==> src/logic/rxdp_cfg.svh <==
// constants of the receive drop-side packet/cell port
`ifndef RXDP_CFG_SVH
`define RXDP_CFG_SVH
`define RXDP_DATA_W      32
`define RXDP_FIFO_DEPTH  16
`define RXDP_CELL_WORDS  14
`define RXDP_LINK_HALF   4
`define RXDP_MOD_4BYTES  2'h0
`define RXDP_MOD_3BYTES  2'h1
`define RXDP_MOD_2BYTES  2'h2
`define RXDP_MOD_1BYTE   2'h3
`define RXDP_PKT_BIT_W   8
`endif

==> src/logic/rxdp_pkg.sv <==
// types shared by both ends of the receive packet/cell port
package rxdp_pkg;
  typedef struct packed {
    logic        start;
    logic        last;
    logic [1:0]  modulo;
    logic        error;
    logic [31:0] data;
  } rxdp_word_s;
  typedef enum logic {
    RXDP_PACKET_MODE,
    RXDP_CELL_MODE
  } rxdp_mode_e;
  function automatic logic rxdp_parity(input logic [31:0] data, input logic even);
    rxdp_parity = even ? (^data) : ~(^data);
  endfunction
endpackage

==> src/logic/rxdp_if.sv <==
// link between the framer receive port and the link layer
`timescale 1ns/1ps
`default_nettype none
interface rxdp_if;
  logic        rx_interface_clock;
  logic        rx_clock_looped_out;
  logic        rx_read_enable_n;
  logic [31:0] rx_packet_data_bus;
  logic        rx_packet_start;
  logic        rx_packet_end;
  logic [1:0]  rx_word_modulo;
  logic        rx_packet_error;
  logic        rx_bus_parity;
  logic        rx_valid_flag;
  modport phy (
    input  rx_interface_clock,
    input  rx_read_enable_n,
    output rx_clock_looped_out,
    output rx_packet_data_bus,
    output rx_packet_start,
    output rx_packet_end,
    output rx_word_modulo,
    output rx_packet_error,
    output rx_bus_parity,
    output rx_valid_flag
  );
  modport link (
    output rx_interface_clock,
    output rx_read_enable_n,
    input  rx_clock_looped_out,
    input  rx_packet_data_bus,
    input  rx_packet_start,
    input  rx_packet_end,
    input  rx_word_modulo,
    input  rx_packet_error,
    input  rx_bus_parity,
    input  rx_valid_flag
  );
endinterface // rxdp_if
`default_nettype wire

==> src/logic/rxdp_fifo.sv <==
// receive word fifo with valid/ready on both sides
`timescale 1ns/1ps
`default_nettype none
`include "rxdp_cfg.svh"
module rxdp_fifo #(
  parameter int WIDTH = 37,
  parameter int DEPTH = `RXDP_FIFO_DEPTH
) (
  input  wire logic                   clock,
  input  wire logic                   sys_rst,
  input  wire logic                   in_valid,
  output logic                        in_ready,
  input  wire logic [WIDTH-1:0]       in_data,
  output logic                        out_valid,
  input  wire logic                   out_ready,
  output logic [WIDTH-1:0]            out_data,
  output logic [$clog2(DEPTH):0]      count
);
  localparam int AW = $clog2(DEPTH);
  if (DEPTH < 2 || (1 << AW) != DEPTH || WIDTH < 1)
  begin : g_size_check
    $error("rxdp_fifo: depth must be a power of two of at least 2");
  end
  logic [WIDTH-1:0] mem [DEPTH];
  logic [AW-1:0]    wr_ptr;
  logic [AW-1:0]    rd_ptr;
  logic [AW:0]      next_count;
  logic             push;
  logic             pop;
  assign out_valid = (count != '0);
  assign out_data  = mem[rd_ptr];
  assign push      = in_valid && in_ready;
  assign pop       = out_valid && out_ready;
  always_ff @(posedge clock)
  begin
    if (push)
      mem[wr_ptr] <= in_data;
  end
  always_comb
  begin
    next_count = count;
    if (push && !pop)
      next_count = count + 1'b1;
    else if (pop && !push)
      next_count = count - 1'b1;
  end
  // ready is registered so the port leaves straight from a flop
  always_ff @(posedge clock or posedge sys_rst)
  begin
    if (sys_rst)
    begin
      wr_ptr   <= '0;
      rd_ptr   <= '0;
      count    <= '0;
      in_ready <= 1'b1;
    end
    else
    begin
      if (push)
        wr_ptr <= wr_ptr + 1'b1;
      if (pop)
        rd_ptr <= rd_ptr + 1'b1;
      count    <= next_count;
      in_ready <= (next_count != (AW+1)'(DEPTH));
    end
  end
endmodule // rxdp_fifo
`default_nettype wire

==> src/logic/rxdp_phy.sv <==
// framer end of the receive packet/cell port
// Notes on behaviour
// RULE_01: modulo marks valid bytes of the word
// RULE_02: packet start flag on first word
// RULE_03: packet end flag on last word
// RULE_04: link may ignore start; end suffices
// RULE_05: all qualifiers valid while valid high
// RULE_06: link discards everything while valid low
// RULE_07: valid drops on empty or after end
// RULE_08: no fifo removal while valid low
// RULE_09: valid stays low until link deselects
// RULE_10: error flag only on end word
// RULE_11: packet read enable announces next-edge sampling
// RULE_12: cell read enable announces next-edge sampling
// RULE_13: link supplies clock; transfers follow it
// RULE_14: supplied clock is looped back out
// RULE_15: cell start flag on first word
// RULE_16: flag is empty_n or cell available
// RULE_17: parity over 32 bits, odd default
// RULE_18: 32-bit word, bit 31 msb, aligned packets
// RULE_19: read enable high counts as deselect
// RULE_20: cell available needs one whole cell
`timescale 1ns/1ps
`default_nettype none
`include "rxdp_cfg.svh"
module rxdp_phy #(
  parameter int DEPTH      = `RXDP_FIFO_DEPTH,
  parameter int CELL_WORDS = `RXDP_CELL_WORDS
) (
  input  wire logic                 clock,
  input  wire logic                 sys_rst,
  rxdp_if.phy                       link,
  input  wire rxdp_pkg::rxdp_mode_e mode,
  input  wire logic                 cell_level_flow,
  input  wire logic                 parity_even,
  input  wire logic                 in_valid,
  output logic                      in_ready,
  input  wire rxdp_pkg::rxdp_word_s in_word
);
  localparam int CW = $clog2(DEPTH) + 1;
  if (CELL_WORDS < 1 || CELL_WORDS > DEPTH)
  begin : g_cell_check
    $error("rxdp_phy: cell must fit in the fifo");
  end
  if (DEPTH < 2 || (1 << $clog2(DEPTH)) != DEPTH)
  begin : g_depth_check
    $error("rxdp_phy: fifo depth must be a power of two");
  end
  // non-end words always carry four bytes
  function automatic logic [1:0] shown_modulo(input rxdp_pkg::rxdp_word_s w);
    shown_modulo = w.last ? w.modulo : `RXDP_MOD_4BYTES;
  endfunction
  rxdp_pkg::rxdp_word_s       head;
  logic                       head_valid;
  logic                       pop;
  logic [CW-1:0]              count;
  logic                       clk_s1;
  logic                       clk_s2;
  logic                       clk_s3;
  logic                       ren_s1;
  logic                       ren_s2;
  logic                       link_edge;
  logic                       link_read;
  logic                       link_desel;
  logic                       blocked;
  logic                       next_blocked;
  logic                       next_valid;
  logic                       cell_mode;
  logic                       word_avail;
  logic                       cell_avail;
  rxdp_fifo #(
    .WIDTH ($bits(rxdp_pkg::rxdp_word_s)),
    .DEPTH (DEPTH)
  ) u_fifo (
    .clock     (clock),
    .sys_rst   (sys_rst),
    .in_valid  (in_valid),
    .in_ready  (in_ready),
    .in_data   (in_word),
    .out_valid (head_valid),
    .out_ready (pop),
    .out_data  (head),
    .count     (count)
  );
  assign cell_mode  = (mode == rxdp_pkg::RXDP_CELL_MODE);
  assign link_edge  = clk_s2 && !clk_s3; // RULE_13
  assign link_read  = link_edge && !ren_s2; // RULE_11 RULE_12
  assign link_desel = link_edge && ren_s2; // RULE_19
  assign word_avail = head_valid;
  assign cell_avail = (count >= CW'(CELL_WORDS)); // RULE_20
  // in packet mode words leave the fifo only when presented with valid high; in cell mode any read pops a held word
  assign pop = link_read && head_valid && (cell_mode || !blocked); // RULE_08
  // link clock passes two flops before its edge is found
  always_ff @(posedge clock or posedge sys_rst)
  begin
    if (sys_rst)
    begin
      clk_s1 <= 1'b0;
      clk_s2 <= 1'b0;
      clk_s3 <= 1'b0;
    end
    else
    begin
      clk_s1 <= link.rx_interface_clock;
      clk_s2 <= clk_s1;
      clk_s3 <= clk_s2;
    end
  end
  // read enable synchronised the same way as the clock
  always_ff @(posedge clock or posedge sys_rst)
  begin
    if (sys_rst)
    begin
      ren_s1 <= 1'b1;
      ren_s2 <= 1'b1;
    end
    else
    begin
      ren_s1 <= link.rx_read_enable_n;
      ren_s2 <= ren_s1;
    end
  end
  always_ff @(posedge clock or posedge sys_rst)
  begin
    if (sys_rst)
      link.rx_clock_looped_out <= 1'b0;
    else
      link.rx_clock_looped_out <= clk_s2; // RULE_14
  end
  // data and qualifiers change only on a read-enabled link edge
  always_ff @(posedge clock or posedge sys_rst)
  begin
    if (sys_rst)
      link.rx_packet_data_bus <= '0;
    else if (pop)
      link.rx_packet_data_bus <= head.data; // RULE_18
  end
  always_ff @(posedge clock or posedge sys_rst)
  begin
    if (sys_rst)
      link.rx_packet_start <= 1'b0;
    else if (pop)
      link.rx_packet_start <= head.start; // RULE_02 RULE_15
  end
  always_ff @(posedge clock or posedge sys_rst)
  begin
    if (sys_rst)
      link.rx_packet_end <= 1'b0;
    else if (pop)
      link.rx_packet_end <= head.last && !cell_mode; // RULE_03
  end
  always_ff @(posedge clock or posedge sys_rst)
  begin
    if (sys_rst)
      link.rx_word_modulo <= `RXDP_MOD_4BYTES;
    else if (pop)
      link.rx_word_modulo <= shown_modulo(head); // RULE_01
  end
  always_ff @(posedge clock or posedge sys_rst)
  begin
    if (sys_rst)
      link.rx_packet_error <= 1'b0;
    else if (pop)
      link.rx_packet_error <= head.last && head.error && !cell_mode; // RULE_10
  end
  always_ff @(posedge clock or posedge sys_rst)
  begin
    if (sys_rst)
      link.rx_bus_parity <= 1'b0;
    else if (pop)
      link.rx_bus_parity <= rxdp_pkg::rxdp_parity(head.data, parity_even); // RULE_17
  end
  // packet-mode lockout after valid falls
  always_comb
  begin
    next_blocked = blocked;
    if (link_desel)
      next_blocked = 1'b0; // RULE_09 RULE_19
    else if (link_read)
    begin
      if (!blocked && head_valid)
        next_blocked = head.last; // RULE_07
      else
        next_blocked = 1'b1; // RULE_07 RULE_09
    end
  end
  always_ff @(posedge clock or posedge sys_rst)
  begin
    if (sys_rst)
      blocked <= 1'b0;
    else
      blocked <= next_blocked;
  end
  // shared flag: valid in packet mode, empty_n or cell available in cell mode
  always_comb
  begin
    next_valid = link.rx_valid_flag;
    if (cell_mode)
    begin
      if (cell_level_flow)
        next_valid = cell_avail; // RULE_16 RULE_20
      else
        next_valid = word_avail; // RULE_16
    end
    else if (link_read)
      next_valid = pop; // RULE_05 RULE_07 RULE_08
  end
  always_ff @(posedge clock or posedge sys_rst)
  begin
    if (sys_rst)
      link.rx_valid_flag <= 1'b0;
    else
      link.rx_valid_flag <= next_valid;
  end
endmodule // rxdp_phy
`default_nettype wire

==> src/flat_wrapper.sv <==
// flat-port wrapper written by rule: the top's interface ports become plain ports
module rxdp_phy_flat 
#(
  parameter int DEPTH      = `RXDP_FIFO_DEPTH,
  parameter int CELL_WORDS = `RXDP_CELL_WORDS
)
  (clock, sys_rst, mode, cell_level_flow, parity_even, in_valid, in_ready, in_word, link_rx_interface_clock, link_rx_read_enable_n, link_rx_clock_looped_out, link_rx_packet_data_bus, link_rx_packet_start, link_rx_packet_end, link_rx_word_modulo, link_rx_packet_error, link_rx_bus_parity, link_rx_valid_flag);
  rxdp_if link_i ();
  input  wire logic clock;
  input  wire logic sys_rst;
  input  wire rxdp_pkg::rxdp_mode_e mode;
  input  wire logic cell_level_flow;
  input  wire logic parity_even;
  input  wire logic in_valid;
  output logic in_ready;
  input  wire rxdp_pkg::rxdp_word_s in_word;
  input wire logic [$bits(link_i.rx_interface_clock)-1:0] link_rx_interface_clock;
  input wire logic [$bits(link_i.rx_read_enable_n)-1:0] link_rx_read_enable_n;
  output wire logic [$bits(link_i.rx_clock_looped_out)-1:0] link_rx_clock_looped_out;
  output wire logic [$bits(link_i.rx_packet_data_bus)-1:0] link_rx_packet_data_bus;
  output wire logic [$bits(link_i.rx_packet_start)-1:0] link_rx_packet_start;
  output wire logic [$bits(link_i.rx_packet_end)-1:0] link_rx_packet_end;
  output wire logic [$bits(link_i.rx_word_modulo)-1:0] link_rx_word_modulo;
  output wire logic [$bits(link_i.rx_packet_error)-1:0] link_rx_packet_error;
  output wire logic [$bits(link_i.rx_bus_parity)-1:0] link_rx_bus_parity;
  output wire logic [$bits(link_i.rx_valid_flag)-1:0] link_rx_valid_flag;
  assign link_i.rx_interface_clock = link_rx_interface_clock;
  assign link_i.rx_read_enable_n = link_rx_read_enable_n;
  assign link_rx_clock_looped_out = link_i.rx_clock_looped_out;
  assign link_rx_packet_data_bus = link_i.rx_packet_data_bus;
  assign link_rx_packet_start = link_i.rx_packet_start;
  assign link_rx_packet_end = link_i.rx_packet_end;
  assign link_rx_word_modulo = link_i.rx_word_modulo;
  assign link_rx_packet_error = link_i.rx_packet_error;
  assign link_rx_bus_parity = link_i.rx_bus_parity;
  assign link_rx_valid_flag = link_i.rx_valid_flag;
  rxdp_phy #(.DEPTH(DEPTH), .CELL_WORDS(CELL_WORDS)) u_core (.clock(clock), .sys_rst(sys_rst), .link(link_i), .mode(mode), .cell_level_flow(cell_level_flow), .parity_even(parity_even), .in_valid(in_valid), .in_ready(in_ready), .in_word(in_word));
endmodule
==> config.mk <==
export PLATFORM = sky130hd
export DESIGN_NAME = rxdp_phy_flat
export DESIGN_NICKNAME = d
export VERILOG_FILES = /design/src/logic/rxdp_pkg.sv /design/src/logic/rxdp_if.sv /design/src/logic/rxdp_fifo.sv /design/src/logic/rxdp_phy.sv /design/src/flat_wrapper.sv
export VERILOG_INCLUDE_DIRS = /design/src /design/src/logic
export SDC_FILE = /design/constraint.sdc
export NUM_CORES = 1
export LEC_CHECK = 0
export BUFFER_PORTS_ARGS = -buffer_cell sky130_fd_sc_hd__buf_2
export CAP_MARGIN = 0
export CORE_UTILIZATION = 45
export CTS_CLUSTER_DIAMETER = 100
export CTS_CLUSTER_SIZE = 14
export DETAILED_ROUTE_END_ITERATION = 10
export PLACE_DENSITY = 0.67
export SYNTH_ARGS = -nofsm -noshare
export SYNTH_HDL_FRONTEND = slang
export SYNTH_SLANG_ARGS = --single-unit
==> constraint.sdc <==
create_clock -name clock -period 4.15 [get_ports clock]
set_input_delay 0.83 -clock clock [delete_from_list [all_inputs] [get_ports clock]]
set_output_delay 0.83 -clock clock [all_outputs]
set_load 0.02 [all_outputs]
==> out/metrics.cfg, run 1 <==
[run_status]
status=complete, no violations

[clock_network]
clk_path_buf_depth=3
post-cts-setup-buffer-count=0
clock_latency_ns=0.62
clkTransAtPathRegs_ns=0.07
holdBufCountCts=0
cts_resized=0
cts_made_buffers=52
clock-sinks=651
cts_tree=built
htreeDepth=2
cts-root-buf=clkbuf_16

[yosys]
synth_warnings=0
async_flop_share=0.0906
synthDistinctLibCells=37
synth_edf_count=592
synthTopCellsByArea=edfxtp_1, mux4_2, dfrtp_1
postSynthCellCount=1160
synth_area_sq_mm=0.0250
yosysTopAreaCell=edfxtp_1
yosysSeqAreaShare=0.771
ys_seq_elements=651
yosys_most_used_dff=edfxtp_1
synth_area_per_cell_sq_um=21.5
yosys.area.top_type_share=0.712
synth_nets=1214

[power]
p_clk_frac=0.231
powerDensity_mw_per_mm2=713
intPower_mw=13.7
swShare=0.318
power_switching_mw=6.37
ir_drop_mv=0.511
combPwrFrac=0.352
finalPower_mw=20.0
pwr-share-seq=0.417
p_leak_nw=9.23

[sta]
slew_violations=0
fin_hold_ws_ns=0.335
period_needed_ns=3.74
fin_worst_skew_ns=0.0238
post-route-period-util=0.901
finalHoldViolCount=0
finalSetupTns_ns=0
fmax_ghz=0.268
relSlewSlack=0.194
rsz0062_at_grt=no
finalSetupViolCount=0
tightest_slew_ns=1.21
finalWorstSetupSlack_ns=0.412

[layout]
nets=1337
syn2layout_area_growth_pct=12.5
mostFrequentLayoutCells=edfxtp_1, mux4_2, nand2_1, buf_2, dfrtp_1
drive_gt1_frac=0.283
layout_commonest_cell=edfxtp_1

[route]
avgRoutedWirePerCell_microns=26.7
drt-initial-drc-count=1332
routed_wl_microns=55200
vias=11900
routed_via_density=5.73
firstDrtPassIters=5
drtAntennaViolNets=0
drcViolationCount=0

[worst_setup_path]
startpoint_type=register
cp.arrival_ns=4.21
r2r_cells=11
critPathKind=reg2reg
end_kind=register
r2r_end=u_core.link.rx_bus_parity
required_ns=4.62
cp_max_fo=40
rrSetupSlack_ns=0.41
rr_startpoint=u_core.u_fifo.rd_ptr[1]

[global_route]
grt.total_usage=0.200
grt_first_pass_wirelength_microns=81600
grt_pass1_vias=12300
overflow=0
grt_max_degree=48
antenna_found_initial=6

[min_path]
hold_class=in2reg
holdCritStartpoint=link_rx_read_enable_n
worst_hold_path.endpoint=u_core.ren_s1
min_path_cells=1

[floorplan]
num_io_pins=86
core_area_sq_mm=0.0543
fp.dieH_microns=238
start_util=0.459
dieArea_sq_mm=0.0564
std_cell_rows=85
die_w_microns=238

[placed_design]
hpwl_microns=29700
dp_slack_ns=0.474
port_buffers=85
gp_congestion=0.748

[flow_run]
drv_cap=0

-- routing by layer --
layer  vias to the layer above  share of wire  GRT usage
li1                       4967              -          -
met1                      6342           0.42      0.286
met2                       473           0.48      0.321
met3                        77          0.075     0.0358
met4                         6          0.018     0.0485
met5                         -        0.00065          0
-- sequential cells by signal, indices dropped and copies added (netlist names) --
| register | count |
|---|---|
| u_core.u_fifo.mem | 592 |
| u_core.link.rx_valid_flag | 1 |
| u_core.link.rx_packet_data_bus | 32 |
| u_core.u_fifo.wr_ptr | 4 |
| u_core.clk_s1 | 1 |
| u_core.ren_s1 | 1 |
| u_core.u_fifo.in_ready | 1 |
| u_core.link.rx_packet_start | 1 |
| u_core.blocked | 1 |
| u_core.u_fifo.rd_ptr | 4 |
| u_core.link.rx_packet_error | 1 |
| u_core.u_fifo.count | 5 |
| u_core.link.rx_packet_end | 1 |
| u_core.clk_s3 | 1 |
| u_core.link.rx_word_modulo | 2 |
| u_core.ren_s2 | 1 |
| u_core.link.rx_bus_parity | 1 |
| u_core.clk_s2 | 1 |
-- worst max-delay path: stages (launching register included) --
cell,delay [ns]
dfrtp_4,0.63
buf_12,0.31
buf_4,0.39
mux4_2,0.35
a22oi_1,0.21
nand2_1,0.15
xnor2_1,0.17
xnor2_1,0.30
xnor2_1,0.21
xnor3_1,0.52
xnor2_1,0.22
o21ai_1,0.08
-- power by group through the flow --
stage / Sequential, mW / Clock, mW / Combinational (mW)
5_1_grt: 8.41 / 4.94 / 7.50
4_1_cts: 8.35 / 4.73 / 7.12
2_1_floorplan: 8.57 / 0 / 5.06
3_3_place_gp: 8.44 / 0 / 7.02
3_5_place_dp: 8.48 / 0 / 7.09
6_report: 8.34 / 4.63 / 7.05
-- cell type report --
cell class,instances,area (sq um)
Clock inverter,4,53.8
Fill cell,4226,26300
Antenna cell,3,7.51
Timing Repair Buffer,126,908
Multi-Input combinational cell,445,5430
Inverter,7,26.3
Sequential cell,651,19300
Tap cell,739,925
Clock buffer,94,1460
-- Yosys cell counts (all sizes together) (3+ instances only) --
cell type	n
xnor2	36
ha	9
dfrtp	56
edfxtp	592
and2	13
a21oi	3
nand3	5
mux4	168
buf	27
o21ai	5
inv	7
xor2	5
dfstp	3
nor2b	4
a22oi	35
and3	5
nand2	132
clkbuf	30
nor2	6
-- worst max-delay path by stage --
stage	from	to	cells after the start
CTS	u_core.u_fifo.rd_ptr[1]	u_core.link.rx_bus_parity	11
detailed placement	u_core.u_fifo.rd_ptr[1]	u_core.link.rx_bus_parity	11
floorplan	u_core.u_fifo.rd_ptr[0]	u_core.link.rx_word_modulo[0]	10
global route	u_core.u_fifo.rd_ptr[1]	u_core.link.rx_bus_parity	11
global placement	u_core.u_fifo.rd_ptr[1]	u_core.link.rx_bus_parity	11
finish	u_core.u_fifo.rd_ptr[1]	u_core.link.rx_bus_parity	11
-- through the flow --
step	std cells	utilization	cell area, sq um
detailed placement	1968	0.489	26600
finish	2069	0.517	28100
CTS	2066	0.516	28100
floorplan	1160	-	25000
global route	2067	0.516	28100
global placement	1968	0.489	26600
-- logic make-up (layout without fill, tap and decap cells) --
family	after synthesis	after routing	share of synthesized area
muxes	169	169	0.152
other	0	3	0
DFF	651	651	0.771
adders and majority gates	9	9	0.00451
AOI/OAI and AO/OA	50	50	0.0143
buffers and inverters	64	231	0.0125
xor gates and xnor gates	42	42	0.0153
and+or+nand+nor	175	175	0.0299
(Power assumes the default switching activity.)
==> run 2: changes to the inputs <==
--- a/config.mk
+++ b/config.mk
@@ -6,13 +6,13 @@
 export SDC_FILE = /design/constraint.sdc
 export NUM_CORES = 1
 export LEC_CHECK = 0
-export BUFFER_PORTS_ARGS = -buffer_cell sky130_fd_sc_hd__buf_2
 export CAP_MARGIN = 0
 export CORE_UTILIZATION = 45
 export CTS_CLUSTER_DIAMETER = 100
 export CTS_CLUSTER_SIZE = 14
 export DETAILED_ROUTE_END_ITERATION = 10
-export PLACE_DENSITY = 0.67
+export DONT_BUFFER_PORTS = 1
+export PLACE_DENSITY = 0.66
 export SYNTH_ARGS = -nofsm -noshare
 export SYNTH_HDL_FRONTEND = slang
 export SYNTH_SLANG_ARGS = --single-unit
==> out/metrics.cfg, run 2 (same netlist as run 1, synthesis figures left out) <==
[route]
drcViolationCount=0
vias=11300
drt-initial-drc-count=1149
routed_via_density=5.72
routed_wl_microns=53300
avgRoutedWirePerCell_microns=26.9
firstDrtPassIters=5
drtAntennaViolNets=0

[global_route]
met1_usage=0.276
grt_max_degree=52
antenna_found_initial=1
grt_use_met3=0.0383
grt_busiest_layer=met2
grt_pass1_vias=11800
met2_usage=0.313
grt.total_usage=0.194
overflow=0
grt_first_pass_wirelength_microns=79600

[worst_setup_path]
cp.arrival_ns=3.98
r2r_cells=10
critPathKind=reg2reg
startpoint_type=register
required_ns=4.62
cp_max_fo=17
end_kind=register

[sta]
fin_worst_skew_ns=0.0155
fmax_ghz=0.285
rsz0062_at_grt=no
finalHoldViolCount=0
period_needed_ns=3.51
finalSetupViolCount=0
relSlewSlack=0.275
slew_violations=0
post-route-period-util=0.847
finalSetupTns_ns=0
tightest_slew_ns=1.09

[clock_network]
clk_path_buf_depth=3
cts-root-buf=clkbuf_16
htreeDepth=2
cts_made_buffers=52
clkTransAtPathRegs_ns=0.07
clock-sinks=651
post-cts-setup-buffer-count=0
cts_resized=0
clock_latency_ns=0.61
holdBufCountCts=0
cts_tree=built

[floorplan]
start_util=0.459
std_cell_rows=85
num_io_pins=86
core_area_sq_mm=0.0543
die_w_microns=238
fp.dieH_microns=238
dieArea_sq_mm=0.0564

[layout]
largest_registers=u_core.u_fifo.mem (592), u_core.link.rx_packet_data_bus (32), u_core.u_fifo.count (5)
mostFrequentLayoutCells=edfxtp_1, mux4_2, nand2_1, clkbuf_16, dfrtp_1
fin_cells=1982
layout_commonest_cell=edfxtp_1
diodes=0
drive_gt1_frac=0.237
regMostFlops=u_core.u_fifo.mem
largest_reg_flops=592
nets=1253
syn2layout_area_growth_pct=10.5

[min_path]
hold_class=in2reg
min_path_cells=0

[run_status]
status=complete, no violations

[power]
powerDensity_mw_per_mm2=717
ir_drop_mv=0.884
p_leak_nw=8.87

[placed_design]
hpwl_microns=30500
gp_congestion=0.775
port_buffers=0
post-place-cells=1884

[flow_run]
drv_cap=0

[run 2: path summary, 6_finish.rpt]
kind,start,endpoint,slack [ns]
worst max register to register,u_core.u_fifo.rd_ptr[0],u_core.link.rx_bus_parity,0.64
worst min-delay path,link_rx_read_enable_n,u_core.ren_s1,0.23
max in group asynchronous,sys_rst,u_core.u_fifo.rd_ptr[1],2.97
min in group asynchronous,sys_rst,u_core.link.rx_packet_data_bus[3],0.25
worst max-delay path,u_core.u_fifo.rd_ptr[0],u_core.link.rx_bus_parity,0.64
worst min register to register,u_core.clk_s1,u_core.clk_s2,0.35
[run 2: power breakdown]
group          leakage [nW]  internal [mW]  switching (mW)  total, mW
combinational          2.09           3.23            3.29       6.52
clock                 0.716           2.41            2.19       4.60
sequential             6.07           8.02           0.645       8.66
[run 2: layer usage]
layer,vias to the layer above,wire (microns)
li1,4800,-
met3,52,3810
met5,-,0
met2,386,26000
met4,0,720
met1,6099,22700
[run 2: metrics by stage]
step | setup slack [ns] | cell area, sq um | hold slack, ns | utilization | power, mW
finish | 0.636 | 27600 | 0.231 | 0.508 | 19.8
global route | 0.445 | 27600 | 0.207 | 0.508 | 20.6
CTS | 0.634 | 27600 | 0.205 | 0.508 | 20.0
detailed placement | 0.647 | 26100 | 0.335 | 0.480 | 15.4
global placement | 0.648 | 26100 | 0.341 | 0.480 | 15.3
floorplan | 1.14 | 25000 | 0.331 | - | 13.6
[run 2: cell type report]
class	count	area [sq um]
tap	739	925
clock inverter	3	26.3
timing repair buffer	42	440
multi-input combinational	445	5430
sequential	651	19300
clock buffer	95	1480
fill	4195	26800
inverter	7	26.3
[run 2: worst max-delay path, stage by stage (launching register included)]
cell and delay (ns):
dfrtp_4 0.61, buf_4 0.40, mux4_2 0.54, a22oi_1 0.23, nand2_1 0.18, xor2_1 0.21, xnor2_1 0.29, xnor2_1 0.21
xnor3_1 0.46, xnor2_1 0.17, o21ai_1 0.07
